$ cat src/osc_ctrl_regs.vh
// Constants for the oscillator control register block: offsets, fields, resets, codes.
// Assumes a classic Wishbone slave with 32-bit data, registers in the low 16 bits.
//
// Contract
// current_source_sel bits 14-12, hardware updated
// next_source_sel bits 10-8, writable target
// Reset loads both fields from config
// selection_freeze set-only, blocks changes when fail-safe on
// Fail-safe off: selection never locked
// PLL lock bit 5 follows lock/timer
// Lock bit zero on switch, non-PLL mode
// clock_failure_flag set by monitor, write clears
// secondary_osc_enable bit 1 gates oscillator
// switch_request starts switch, hardware clears
// wake_restores_ratio clears ratio_reduce_enable on interrupt
// slow_cpu_ratio power-of-two ratio, resets 011
// ratio_reduce_enable applies slow_cpu_ratio to CPU
// fast_rc_postscale divides divided fast RC
// Same postscale for low-power divided source
// fast_rc_trim signed six bits, reset zero
// Unimplemented bits ignore writes, read zero
// Software unlocks bytes with key pairs first
// Wait ten new-clock cycles, then commit switch
// Switching disabled: switch_request held zero
// clock_failure_flag sticky until software write
`ifndef OSC_CTRL_REGS_VH
`define OSC_CTRL_REGS_VH

// ==========================================================
// Register byte offsets
`define OFS_SELECT_STATUS    8'h00
`define OFS_DIVIDER_CONTROL  8'h04
`define OFS_FAST_RC_TUNE     8'h08

// ==========================================================
// Select/status fields
`define SEL_CUR_MSB          14
`define SEL_CUR_LSB          12
`define SEL_NEXT_MSB         10
`define SEL_NEXT_LSB         8
`define SEL_FREEZE_BIT       7
`define SEL_LOCK_BIT         5
`define SEL_FAIL_BIT         3
`define SEL_SEC_EN_BIT       1
`define SEL_SWITCH_BIT       0

// ==========================================================
// Divider control fields and reset
`define DIV_WAKE_BIT         15
`define DIV_RATIO_MSB        14
`define DIV_RATIO_LSB        12
`define DIV_REDUCE_BIT       11
`define DIV_POST_MSB         10
`define DIV_POST_LSB         8
`define DIV_RATIO_RESET      3'h3
`define DIV_POST_RESET       3'h1
`define TRIM_RESET           6'h00

// ==========================================================
// Unlock keys
`define KEY_HIGH_FIRST       8'h78
`define KEY_HIGH_SECOND      8'h9a
`define KEY_LOW_FIRST        8'h46
`define KEY_LOW_SECOND       8'h57

// ==========================================================
// Source codes
`define SRC_FAST_RC          3'h0
`define SRC_FAST_RC_PLL      3'h1
`define SRC_PRIMARY          3'h2
`define SRC_PRIMARY_PLL      3'h3
`define SRC_SECONDARY        3'h4
`define SRC_LOW_POWER_RC     3'h5
`define SRC_LP_FAST_RC_DIV   3'h6
`define SRC_FAST_RC_DIV      3'h7

// ==========================================================
// Timing
`define SETTLE_NEW_CYCLES    10

`endif

$ cat src/osc_ctrl.v
// Oscillator selection, switching, divider and trim registers on a Wishbone slave.
// Assumes the oscillators, PLL and fail-safe monitor live outside and report status
// on clk_i; their asynchronous status inputs are synchronised here.
//
// Register access over Wishbone and the address map were chosen for this implementation.
`include "osc_ctrl_regs.vh"
module osc_ctrl (
    input  wire        clk_i,
    input  wire        rst_i,
    // Wishbone classic slave
    input  wire        wb_cyc_i,
    input  wire        wb_stb_i,
    input  wire        wb_we_i,
    input  wire [7:0]  wb_adr_i,
    input  wire [3:0]  wb_sel_i,
    input  wire [31:0] wb_dat_i,
    output reg  [31:0] wb_dat_o,
    output reg         wb_ack_o,
    // Configuration straps
    input  wire [2:0]  initial_source_config_i,
    input  wire        switching_config_bit_i,
    input  wire        monitor_config_bit_i,
    // Oscillator system status
    input  wire        pll_locked_i,
    input  wire        source_ready_i,
    input  wire        new_clock_tick_i,
    input  wire        failsafe_monitor_fail_i,
    input  wire        interrupt_i,
    input  wire        postscale_tick_i,
    // Controls out
    output reg  [2:0]  active_source_o,
    output reg  [2:0]  target_source_o,
    output reg         switch_busy_o,
    output reg         secondary_osc_run_o,
    output reg  [5:0]  fast_rc_trim_o,
    output wire        postscale_pulse_o,
    output wire        cpu_tick_o
);
    // ==========================================================
    // Switch state machine codes
    localparam ST_IDLE   = 2'h0;
    localparam ST_WAIT   = 2'h1;
    localparam ST_SETTLE = 2'h2;

    // ==========================================================
    // Register state
    reg  [2:0] next_source_sel;      // Target source
    reg        selection_freeze;     // Set-only lock
    reg        pll_lock;             // Lock status
    reg        clock_failure_flag;   // Sticky failure
    reg        secondary_osc_enable; // Secondary run enable
    reg        switch_request;       // Switch in progress
    reg        wake_restores_ratio;  // Interrupt ends reduction
    reg  [2:0] slow_cpu_ratio;       // Reduction exponent
    reg        ratio_reduce_enable;  // Reduction on
    reg  [2:0] fast_rc_postscale;    // Fast RC divisor code
    reg  [1:0] state;                // Switch sequencer
    reg  [3:0] settle_count;         // New-clock cycles seen
    reg  [1:0] key_high;             // High byte unlock progress
    reg  [1:0] key_low;              // Low byte unlock progress
    reg        init_done;            // Straps captured
    // Synchronisers
    reg  [1:0] lock_sync;
    reg  [1:0] ready_sync;
    reg  [1:0] fail_sync;
    reg  [1:0] tick_sync;
    reg        tick_prev;

    wire       new_tick;
    wire       access;
    wire       wr;
    wire       at_sel;
    wire       at_div;
    wire       at_tune;
    wire       fsm_on;
    wire       frozen;
    wire       switch_on;
    wire       hi_wr;
    wire       lo_wr;
    wire       hi_open;
    wire       lo_open;
    wire       uses_pll;
    wire       fail_set;
    wire       fail_clr;
    wire [15:0] sel_word;
    wire [3:0] cpu_shift;
    wire [3:0] post_shift;
    wire       post_src;

    // ==========================================================
    // Postscale code to shift; the top code jumps to 256
    function [3:0] post_to_shift;
        input [2:0] code;
        begin
            post_to_shift = (code == 3'h7) ? 4'h8 : {1'b0, code};
        end
    endfunction

    // ==========================================================
    // Decode
    assign access    = wb_cyc_i & wb_stb_i & ~wb_ack_o;
    assign wr        = access & wb_we_i;
    assign at_sel    = (wb_adr_i == `OFS_SELECT_STATUS);
    assign at_div    = (wb_adr_i == `OFS_DIVIDER_CONTROL);
    assign at_tune   = (wb_adr_i == `OFS_FAST_RC_TUNE);
    assign switch_on = ~switching_config_bit_i;
    assign fsm_on    = ~switching_config_bit_i & ~monitor_config_bit_i;
    assign frozen    = fsm_on & selection_freeze;
    assign hi_wr     = wr & at_sel & wb_sel_i[1];
    assign lo_wr     = wr & at_sel & wb_sel_i[0];
    assign hi_open   = (key_high == 2'h2);
    assign lo_open   = (key_low == 2'h2);
    assign uses_pll  = (active_source_o == `SRC_FAST_RC_PLL) |
                       (active_source_o == `SRC_PRIMARY_PLL);
    assign new_tick  = tick_sync[1] & ~tick_prev;
    assign fail_set  = fsm_on & fail_sync[1];
    // Write of zero to the flag bit clears it, low byte unlocked or not
    assign fail_clr  = lo_wr & ~wb_dat_i[`SEL_FAIL_BIT];

    // Read word; unimplemented bits are zero
    assign sel_word = {1'b0, active_source_o, 1'b0, next_source_sel,
                       selection_freeze, 1'b0, pll_lock, 1'b0,
                       clock_failure_flag, 1'b0, secondary_osc_enable, switch_request};

    // ==========================================================
    // Synchronisers for outside status; only the second stage is read
    always @(posedge clk_i) begin
        if (rst_i) begin
            lock_sync  <= 2'h0;
            ready_sync <= 2'h0;
            fail_sync  <= 2'h0;
            tick_sync  <= 2'h0;
            tick_prev  <= 1'b0;
        end else begin
            lock_sync  <= {lock_sync[0], pll_locked_i};
            ready_sync <= {ready_sync[0], source_ready_i};
            fail_sync  <= {fail_sync[0], failsafe_monitor_fail_i};
            tick_sync  <= {tick_sync[0], new_clock_tick_i};
            tick_prev  <= tick_sync[1];
        end
    end

    // ==========================================================
    // Unlock key trackers; any other byte write resets progress
    always @(posedge clk_i) begin
        if (rst_i) begin
            key_high <= 2'h0;
            key_low  <= 2'h0;
        end else begin
            if (hi_wr) begin
                if (key_high == 2'h0 && wb_dat_i[15:8] == `KEY_HIGH_FIRST)
                    key_high <= 2'h1;
                else if (key_high == 2'h1 && wb_dat_i[15:8] == `KEY_HIGH_SECOND)
                    key_high <= 2'h2;
                else
                    key_high <= 2'h0;
            end
            if (lo_wr) begin
                if (key_low == 2'h0 && wb_dat_i[7:0] == `KEY_LOW_FIRST)
                    key_low <= 2'h1;
                else if (key_low == 2'h1 && wb_dat_i[7:0] == `KEY_LOW_SECOND)
                    key_low <= 2'h2;
                else
                    key_low <= 2'h0;
            end
        end
    end

    // ==========================================================
    // Select/status register and switch sequencer
    always @(posedge clk_i) begin
        if (rst_i) begin
            init_done            <= 1'b0;
            active_source_o      <= `SRC_FAST_RC;
            next_source_sel      <= `SRC_FAST_RC;
            selection_freeze     <= 1'b0;
            pll_lock             <= 1'b0;
            clock_failure_flag   <= 1'b0;
            secondary_osc_enable <= 1'b0;
            switch_request       <= 1'b0;
            state                <= ST_IDLE;
            settle_count         <= 4'h0;
        end else if (!init_done) begin
            // Straps are caught on the first edge after release
            init_done       <= 1'b1;
            active_source_o <= initial_source_config_i;
            next_source_sel <= initial_source_config_i;
        end else begin
            // Lock follows the PLL only while a PLL mode runs
            pll_lock <= uses_pll & lock_sync[1];
            // Set wins over a clearing write in the same cycle
            if (fail_set)
                clock_failure_flag <= 1'b1;
            else if (fail_clr)
                clock_failure_flag <= 1'b0;
            // High byte: next source, only when unlocked and not frozen
            if (hi_wr && hi_open && !frozen && state == ST_IDLE &&
                wb_dat_i[15:8] != `KEY_HIGH_FIRST)
                next_source_sel <= wb_dat_i[`SEL_NEXT_MSB:`SEL_NEXT_LSB];
            // Low byte: freeze set-only and secondary enable need no key
            if (lo_wr) begin
                if (wb_dat_i[`SEL_FREEZE_BIT])
                    selection_freeze <= 1'b1;
                secondary_osc_enable <= wb_dat_i[`SEL_SEC_EN_BIT];
            end
            case (state)
                ST_IDLE: begin
                    if (lo_wr && lo_open && switch_on && !frozen &&
                        wb_dat_i[`SEL_SWITCH_BIT]) begin
                        if (next_source_sel != active_source_o) begin
                            switch_request     <= 1'b1;
                            pll_lock           <= 1'b0;
                            if (!fail_set)
                                clock_failure_flag <= 1'b0;
                            state              <= ST_WAIT;
                        end
                    end
                end
                ST_WAIT: begin
                    pll_lock     <= 1'b0;
                    settle_count <= 4'h0;
                    // New source running, and locked if it uses the PLL
                    if (ready_sync[1] &&
                        (!(next_source_sel == `SRC_FAST_RC_PLL ||
                           next_source_sel == `SRC_PRIMARY_PLL) || lock_sync[1]))
                        state <= ST_SETTLE;
                end
                ST_SETTLE: begin
                    if (new_tick) begin
                        if (settle_count == `SETTLE_NEW_CYCLES - 1) begin
                            active_source_o <= next_source_sel;
                            switch_request  <= 1'b0;
                            state           <= ST_IDLE;
                        end else begin
                            settle_count <= settle_count + 4'h1;
                        end
                    end
                end
                default: state <= ST_IDLE;
            endcase
        end
    end

    // ==========================================================
    // Divider control and trim registers
    always @(posedge clk_i) begin
        if (rst_i) begin
            wake_restores_ratio <= 1'b0;
            slow_cpu_ratio      <= `DIV_RATIO_RESET;
            ratio_reduce_enable <= 1'b0;
            fast_rc_postscale   <= `DIV_POST_RESET;
            fast_rc_trim_o      <= `TRIM_RESET;
        end else begin
            if (wr && at_div && wb_sel_i[1]) begin
                wake_restores_ratio <= wb_dat_i[`DIV_WAKE_BIT];
                slow_cpu_ratio      <= wb_dat_i[`DIV_RATIO_MSB:`DIV_RATIO_LSB];
                ratio_reduce_enable <= wb_dat_i[`DIV_REDUCE_BIT];
                fast_rc_postscale   <= wb_dat_i[`DIV_POST_MSB:`DIV_POST_LSB];
            end
            // Interrupt clear beats a concurrent write
            if (interrupt_i && wake_restores_ratio)
                ratio_reduce_enable <= 1'b0;
            if (wr && at_tune && wb_sel_i[0])
                fast_rc_trim_o <= wb_dat_i[5:0];
        end
    end

    // ==========================================================
    // Outputs mirrored from registers
    always @(posedge clk_i) begin
        if (rst_i) begin
            target_source_o     <= `SRC_FAST_RC;
            switch_busy_o       <= 1'b0;
            secondary_osc_run_o <= 1'b0;
        end else begin
            target_source_o     <= next_source_sel;
            switch_busy_o       <= switch_request;
            secondary_osc_run_o <= secondary_osc_enable;
        end
    end

    // ==========================================================
    // Bus answer: one-cycle ack, unmapped reads zero
    always @(posedge clk_i) begin
        if (rst_i) begin
            wb_ack_o <= 1'b0;
            wb_dat_o <= 32'h0000_0000;
        end else begin
            wb_ack_o <= access;
            if (access) begin
                if (at_sel)
                    wb_dat_o <= {16'h0000, sel_word};
                else if (at_div)
                    wb_dat_o <= {16'h0000, wake_restores_ratio, slow_cpu_ratio,
                                 ratio_reduce_enable, fast_rc_postscale, 8'h00};
                else if (at_tune)
                    wb_dat_o <= {26'h000_0000, fast_rc_trim_o};
                else
                    wb_dat_o <= 32'h0000_0000;
            end
        end
    end

    // ==========================================================
    // Clock enables: postscaler on either divided RC source, CPU reduction
    assign post_src   = (active_source_o == `SRC_FAST_RC_DIV) |
                        (active_source_o == `SRC_LP_FAST_RC_DIV);
    assign post_shift = post_src ? post_to_shift(fast_rc_postscale) : 4'h0;
    assign cpu_shift  = ratio_reduce_enable ? {1'b0, slow_cpu_ratio} : 4'h0;

    rate_divider #(.WIDTH(9)) u_post (
        .clk_i   (clk_i),
        .rst_i   (rst_i),
        .tick_i  (postscale_tick_i),
        .shift_i (post_shift),
        .pulse_o (postscale_pulse_o)
    );

    rate_divider #(.WIDTH(8)) u_cpu (
        .clk_i   (clk_i),
        .rst_i   (rst_i),
        .tick_i  (postscale_pulse_o),
        .shift_i (cpu_shift),
        .pulse_o (cpu_tick_o)
    );
endmodule

$ cat src/rate_divider.v
// Programmable power-of-two enable divider: one-cycle pulse every 2**shift ticks.
// Assumes tick_i is a one-cycle enable on clk_i.
module rate_divider #(
    parameter WIDTH = 8
) (
    input  wire             clk_i,
    input  wire             rst_i,
    input  wire             tick_i,
    input  wire [3:0]       shift_i,
    output reg              pulse_o
);
    // ==========================================================
    // Free running counter
    reg  [WIDTH-1:0] count;   // Tick count
    wire [WIDTH-1:0] mask;    // Low bits that must all be one

    assign mask = ~({WIDTH{1'b1}} << shift_i);

    // Counter and pulse; a zero shift passes every tick through
    always @(posedge clk_i) begin
        if (rst_i) begin
            count   <= {WIDTH{1'b0}};
            pulse_o <= 1'b0;
        end else begin
            pulse_o <= 1'b0;
            if (tick_i) begin
                count   <= count + 1'b1;
                pulse_o <= ((count & mask) == mask);
            end
        end
    end
endmodule

$ cat config.mk
export PLATFORM = sky130hd
export DESIGN_NAME = osc_ctrl
export DESIGN_NICKNAME = d
export VERILOG_FILES = /design/src/osc_ctrl.v /design/src/rate_divider.v
export VERILOG_INCLUDE_DIRS = /design/src
export SDC_FILE = /design/constraint.sdc
export NUM_CORES = 1
export LEC_CHECK = 0
export ABC_AREA = 1
export BUFFER_PORTS_ARGS = -buffer_cell sky130_fd_sc_hd__buf_2
export CORE_UTILIZATION = 52
export DETAILED_ROUTE_END_ITERATION = 12
export GPL_ROUTABILITY_DRIVEN = 0
export GPL_TIMING_DRIVEN = 0
export PLACE_DENSITY_LB_ADDON = 0.25
export SETUP_SLACK_MARGIN = 0.2
export SLEW_MARGIN = 20
export SYNTH_ARGS = -nofsm -noshare
export SYNTH_HDL_FRONTEND = slang
export SYNTH_SLANG_ARGS = --single-unit
$ cat constraint.sdc
create_clock -name clk_i -period 1.85 [get_ports clk_i]
set_clock_uncertainty 0.1 [all_clocks]
set_input_delay 0.185 -clock clk_i [delete_from_list [all_inputs] [get_ports clk_i]]
set_output_delay 0.185 -clock clk_i [all_outputs]
set_load 0.02 [all_outputs]
; ---- After elaboration in Yosys (flattened, before gate mapping)
; Index checks and enable logic that the tools add are counted.
[word_totals]
reg_bits = 102
in_bits = 60
out_inout_bits = 49
elab_cells = 172
[op_classes]
add_sub_neg = 3
n_eq_ne = 34
shifts = 2
n_mux = 40
n_bitwise = 25
reduce_logical = 37
[ops]
columns = op, count
row1 = 2-to-1 mux 16 bit, 2
row2 = "== test 8 x 7 -> 1 bit, second input constant", 3
row3 = 2-to-1 mux 3 bit, 7
row4 = logical AND 1 bit, 18
row5 = 2-to-1 mux 2 bit, 9
row6 = 2-to-1 mux 4 bit, 4
row7 = 2-to-1 mux 1 bit, 13
row8 = AND 1 bit, 12
row9 = "!= test 2 x 1 -> 1 bit, second input constant", 6
row10 = AND reduction 6 bit, 2
row11 = "adder 9 x 1 -> 9 bit, second input constant", 1
row12 = AND 9 bit, 1
row13 = "== test 3 bit, second input constant", 3
row14 = == test 9 bit, 1
row15 = NOT 9 bit, 1
row16 = "<< shifter 9 x 4 -> 9 bit, first input constant", 1
row17 = "adder 8 x 1 -> 8 bit, second input constant", 1
row18 = AND 8 bit, 1
row19 = "== test 8 x 3 -> 1 bit, second input constant", 1
row20 = "== test 8 x 4 -> 1 bit, second input constant", 1
row21 = == test 8 bit, 1
row22 = "== test 8 bit, second input constant", 1
row23 = logical NOT 8 bit, 1
row24 = "!= test 2 bit, second input constant", 4
row25 = 24 further kinds, 46

; ---- Depth between registers and ports, before layout
[logic_depth]
depth_word = 12
ltp_mapped = 10
depth_no_buf = 10

; ---- Cells and area by module
; A second synthesis with hierarchy kept.
[hier_totals]
cells_unflattened = 596
hier_area_um2 = 4137.7
[modules_own_cells]
columns = module, instances, cells_per_inst, area_per_inst_um2, seq_area_each_um2
row1 = osc_ctrl, 1, 435, 3095.5, 1321.3
row2 = rate_divider at u_post, 1, 84, 541.8, 200.2
row3 = rate_divider at u_cpu, 1, 77, 500.5, 180.2

; ---- Least setup slack after synthesis
; OpenSTA, ideal clock, no wires.
[synth_path]
path_type = reg-to-reg
from = reg settle_count[0]
to = reg settle_count[2]
setup_ns = 0.120
arrival_ns = 1.292
required_ns = 1.630
setup_slack_ns = 0.338
path_stages_with_launch = 7
n_path_buf = 0
synth_period_minus_slack_ns = 1.512
path_cell_list = dfxtp_1 > ha_1 > nand3_1 > and2_1 > o21bai_1 > o21ai_0 > nor3b_1
[synth_between]
elab_chain_cells = 4
elab_cells_between_ends = 7
cone_classes = add/sub (1) / eq/ne (2) / mux (3) / reduce/logical (1)
[synth_rtl]
columns = element, line
row1 = from (decl), osc_ctrl.v:58  ; reg [3:0] settle_count;
row2 = from (signal assigned), osc_ctrl.v:235  ; settle_count <= settle_count + 4'h1;
row3 = adder 4 x 1 -> 4 bit, osc_ctrl.v:235
row4 = 2-to-1 mux 4 bit, osc_ctrl.v:230  ; if (settle_count == `SETTLE_NEW_CYCLES - 1) begin
row5 = 2-to-1 mux 4 bit, osc_ctrl.v:229  ; if (new_tick) begin
row6 = case mux 4 bit (2 select lines), osc_ctrl.v:206  ; case (state)
; Several ways; a longest one is shown, not always the timed one. The select of a mux whose other input is x is not followed.
; A chain may end at the register's enable or synchronous reset.

; ---- Worst setup path in the final report
[layout_path]
from = reg state[1]
to = reg active_source_o[1]
[layout_between]
elab_chain_cells = 3
[layout_rtl]
columns = element, line
row1 = from (decl), osc_ctrl.v:57  ; reg [1:0] state;
row2 = from (signal assigned), osc_ctrl.v:181  ; state <= ST_IDLE;
row3 = from (signal assigned), osc_ctrl.v:215  ; state <= ST_WAIT;
row4 = from (signal assigned), osc_ctrl.v:226  ; state <= ST_SETTLE;
row5 = == test 2 bit, osc_ctrl.v:206
row6 = != test 2 x 1 -> 1 bit (no line), --
row7 = AND reduction 3 bit (no line), --
row8 = to (signal assigned), osc_ctrl.v:174  ; active_source_o <= `SRC_FAST_RC;
row9 = to (signal assigned), osc_ctrl.v:186  ; active_source_o <= initial_source_config_i;
row10 = to (signal assigned), osc_ctrl.v:231  ; active_source_o <= next_source_sel;
row11 = to (decl), osc_ctrl.v:31  ; output reg [2:0] active_source_o,
; Every way passes these cells.

==> flow_summary.toml <==
[outcome]
status = "finished clean"

[clock_tree]
cts_buffer_depth = 2
cts.sinks = 83
insertion_delay_ns = 0.36
h-tree-depth = 3
clk_pin_slew_ns = 0.09
cts_buffers = 9
cts_tree = "built"
clockRootBuffer = "clkbuf_8"

[floorplanning]
die_h_um = 87.8
dieArea_um2 = 7700
die_w_um = 87.8
core_um2 = 6940
placementRows = 30
ioPinCount = 109
start_util = 0.551

[sta]
tightest_slew_ns = 0.695
period_share = 0.848
setup_viol = 0
grt_setup_unrepaired = "true"
fmax_mhz = 637
slew_violations = 0
hold_violations = 0
setup_tns_ns = 0
fin_crit_ns = 1.57
relSlewSlack = 0.537

[critical_path]
cp-start-kind = "flip-flop"
worst-setup-path-type = "flip-flop to flip-flop"
worstPathRequired_ns = 1.97
critPathLaunch = "state[1]"
crit_fanout = 4
worstReg2RegStart = "state[1]"
r2r_slack_ns = 0.28
arrival_ns = 1.68
critPathCaptureType = "flip-flop"

[drt]
drtPass1Iterations = 4
drtIter0Drc = 281
wl_per_cell_um = 13.1
drt.antenna.violating_nets = 0
wirelength_um = 9790
drc = 0
num_vias = 3806
post_drt_via_cell_ratio = 5.10

[final_layout]
layoutNonFillerInstCount = 747
seq_area_um2 = 1660
fillers = 600
antenna_cells = 0
multi_input_area_um2 = 1770
syn2layout_area_growth_pct = 24.4
drive_gt1_frac = 0.206
nets = 710
final_util = 0.685

[min_path]
hold_start = "wb_dat_i[2]"
hp-class = "input pin to flip-flop"

[grt]
grt_overflow = 0
grt_use_total = 0.259
grt_max_degree = 15
grt_pass1_vias = 3470
grt_pass1_wl_um = 15200
antenna_found_initial = 0

[pwr]
power.leakage_nw = 2.22
p_per_area_nw_per_um2 = 726
ir_drop_mv = 0.488
power_mw = 3.45

[logic_synthesis]
yosysUniqueCellTypes = 37
syn_inst = 530
synth-seq-cells = 83
ys_seq_area_frac = 0.435
synth_area_um2 = 3820
synth_edf_count = 0
synth_top_family_by_area = "simple AND/OR/NAND/NOR gates"
synth.area.mux_share = 0
synth_top_cell_by_area = "dfxtp_1"
synth-compound-area-share = 0.156
synthTopCellsByArea = "dfxtp_1 43%, nor2_1 8.0%, inv_1 7.8%"
synth-xor-area-share = 0.00916
syn_area_per_cell_um2 = 7.21
yosys.area_share.simple = 0.256
yosys.area_share.adder = 0.0131
async_flop_share = 0
synth_flop_cell = "dfxtp_1"
netlist.area_leader.share = 0.435
yosysWarnings = 0

[place]
hpwl_um = 7070
dp_cells = 715
io_buffers = 73

[job]
drv_cap = 0
-- state kept, by name (all words and copies together) (netlist names), 3 cells and up --
signal	cells
u_cpu.count	7
target_source_o	3
wb_dat_o	15
u_post.count	8
fast_rc_trim_o	6
active_source_o	3
settle_count	4
fast_rc_postscale	3
next_source_sel	3
slow_cpu_ratio	3
-- cell usage in the layout (no fill, tap or decap), types with 3 or more instances in the layout --
| master | n |
|---|---|
| clkinv_4 | 4 |
| nor2_2 | 3 |
| nand2_1 | 77 |
| o211ai_1 | 7 |
| dlygate4sd3_1 | 16 |
| a21oi_1 | 41 |
| inv_2 | 3 |
| clkbuf_8 | 10 |
| nand2_2 | 4 |
| buf_2 | 75 |
| inv_1 | 78 |
| dfxtp_1 | 82 |
| clkbuf_1 | 7 |
| clkinv_2 | 3 |
| o21ai_0 | 44 |
| ha_1 | 4 |
| nand3_1 | 20 |
| nor3_1 | 13 |
| nor2_4 | 3 |
| xnor2_1 | 4 |
| buf_4 | 18 |
| nor2_1 | 79 |
| a31oi_1 | 4 |
| conb_1 | 17 |
| o221ai_1 | 6 |
| nand4_1 | 8 |
-- Yosys cell counts (2+ instances only) --
| cell | count |
|---|---|
| a21oi_1 | 41 |
| a31oi_1 | 4 |
| buf_2 | 3 |
| buf_4 | 18 |
| clkbuf_1 | 7 |
| dfxtp_1 | 83 |
| ha_1 | 4 |
| inv_1 | 79 |
| inv_2 | 2 |
| nand2_1 | 78 |
| nand2_2 | 3 |
| nand3_1 | 21 |
| nand4_1 | 8 |
| nor2_1 | 81 |
| nor2_2 | 2 |
| nor2_4 | 2 |
| nor3_1 | 14 |
| nor3b_1 | 2 |
| nor4_4 | 2 |
| o211ai_1 | 7 |
| o21ai_0 | 45 |
| o221ai_1 | 6 |
| xnor2_1 | 4 |
-- per-stage QoR --
step | hold slack (ns) | instance area, µm² | setup slack [ns]
finish | 0.0200 | 4760 | 0.281
global route | 0.0201 | 4760 | 0.155
global placement | 0.288 | 4370 | 0.128
CTS | 0.00543 | 4720 | 0.199
detailed placement | 0.291 | 4370 | 0.0736
floorplan | 0.169 | 3880 | 0.338
-- critical path: stages, from the launching register on --
cell and delay (ns):
dfxtp_1 0.40, inv_1 0.10, nor2_2 0.18, inv_1 0.10, nor3_2 0.27, nor2_1 0.13
nand2_1 0.08, a31oi_1 0.07
-- report_power, final --
part / internal (mW) / total [mW] / switching, mW
Clock: 0.523 / 1.17 / 0.649
Sequential: 1.83 / 1.87 / 0.0351
Combinational: 0.159 / 0.412 / 0.253
-- logic make-up (layout without fill, tap and decap cells) --
group | after synthesis | count (layout)
AOI/OAI and AO/OA | 108 | 108
xor gates and xnor gates | 4 | 4
adders and majority gates | 4 | 4
buffers and inverters | 112 | 217
DFF | 83 | 83
other | 1 | 17
and+or+nand+nor | 218 | 218
-- final cells by class --
cell class	count	area share
flip-flops and latches	83	0.350
clock buffers	10	0.0289
plain buffers	29	0.0384
multi-input cells	351	0.371
clock inverters	6	0.00868
well taps	96	0.0253
repair buffers	89	0.110
inverters	83	0.0671
-- worst paths after layout --
path              cells after the start            endpoint
setup / recovery                      7  active_source_o[1]
hold / removal                        3   fast_rc_trim_o[2]
setup reg to reg                      7  active_source_o[1]
hold reg to reg                       2        lock_sync[1]
-- what timing repair did --
| item | in CTS | in global routing |
|---|---|---|
| resized for setup | 3 | 11 |
| endpoints found under the hold margin | 15 | 0 |
| buffers inserted | 0 | 0 |
| hold buffers | 16 | 0 |
| endpoints found under the setup margin | 10 | 22 |
| pin swaps | 0 | 1 |
-- per-layer routing --
| metal | up-vias | wire length [µm] | share of wire | global-route usage |
|---|---|---|---|---|
| met2 | 148 | 4700 | 0.48 | 0.447 |
| met5 | - | 0 | 0 | 0 |
| met1 | 1732 | 4220 | 0.43 | 0.317 |
| li1 | 1914 | - | - | - |
| met3 | 12 | 735 | 0.075 | 0.0481 |
| met4 | 0 | 140 | 0.014 | 0.106 |
No activity file was read; power rests on OpenSTA's default activity.
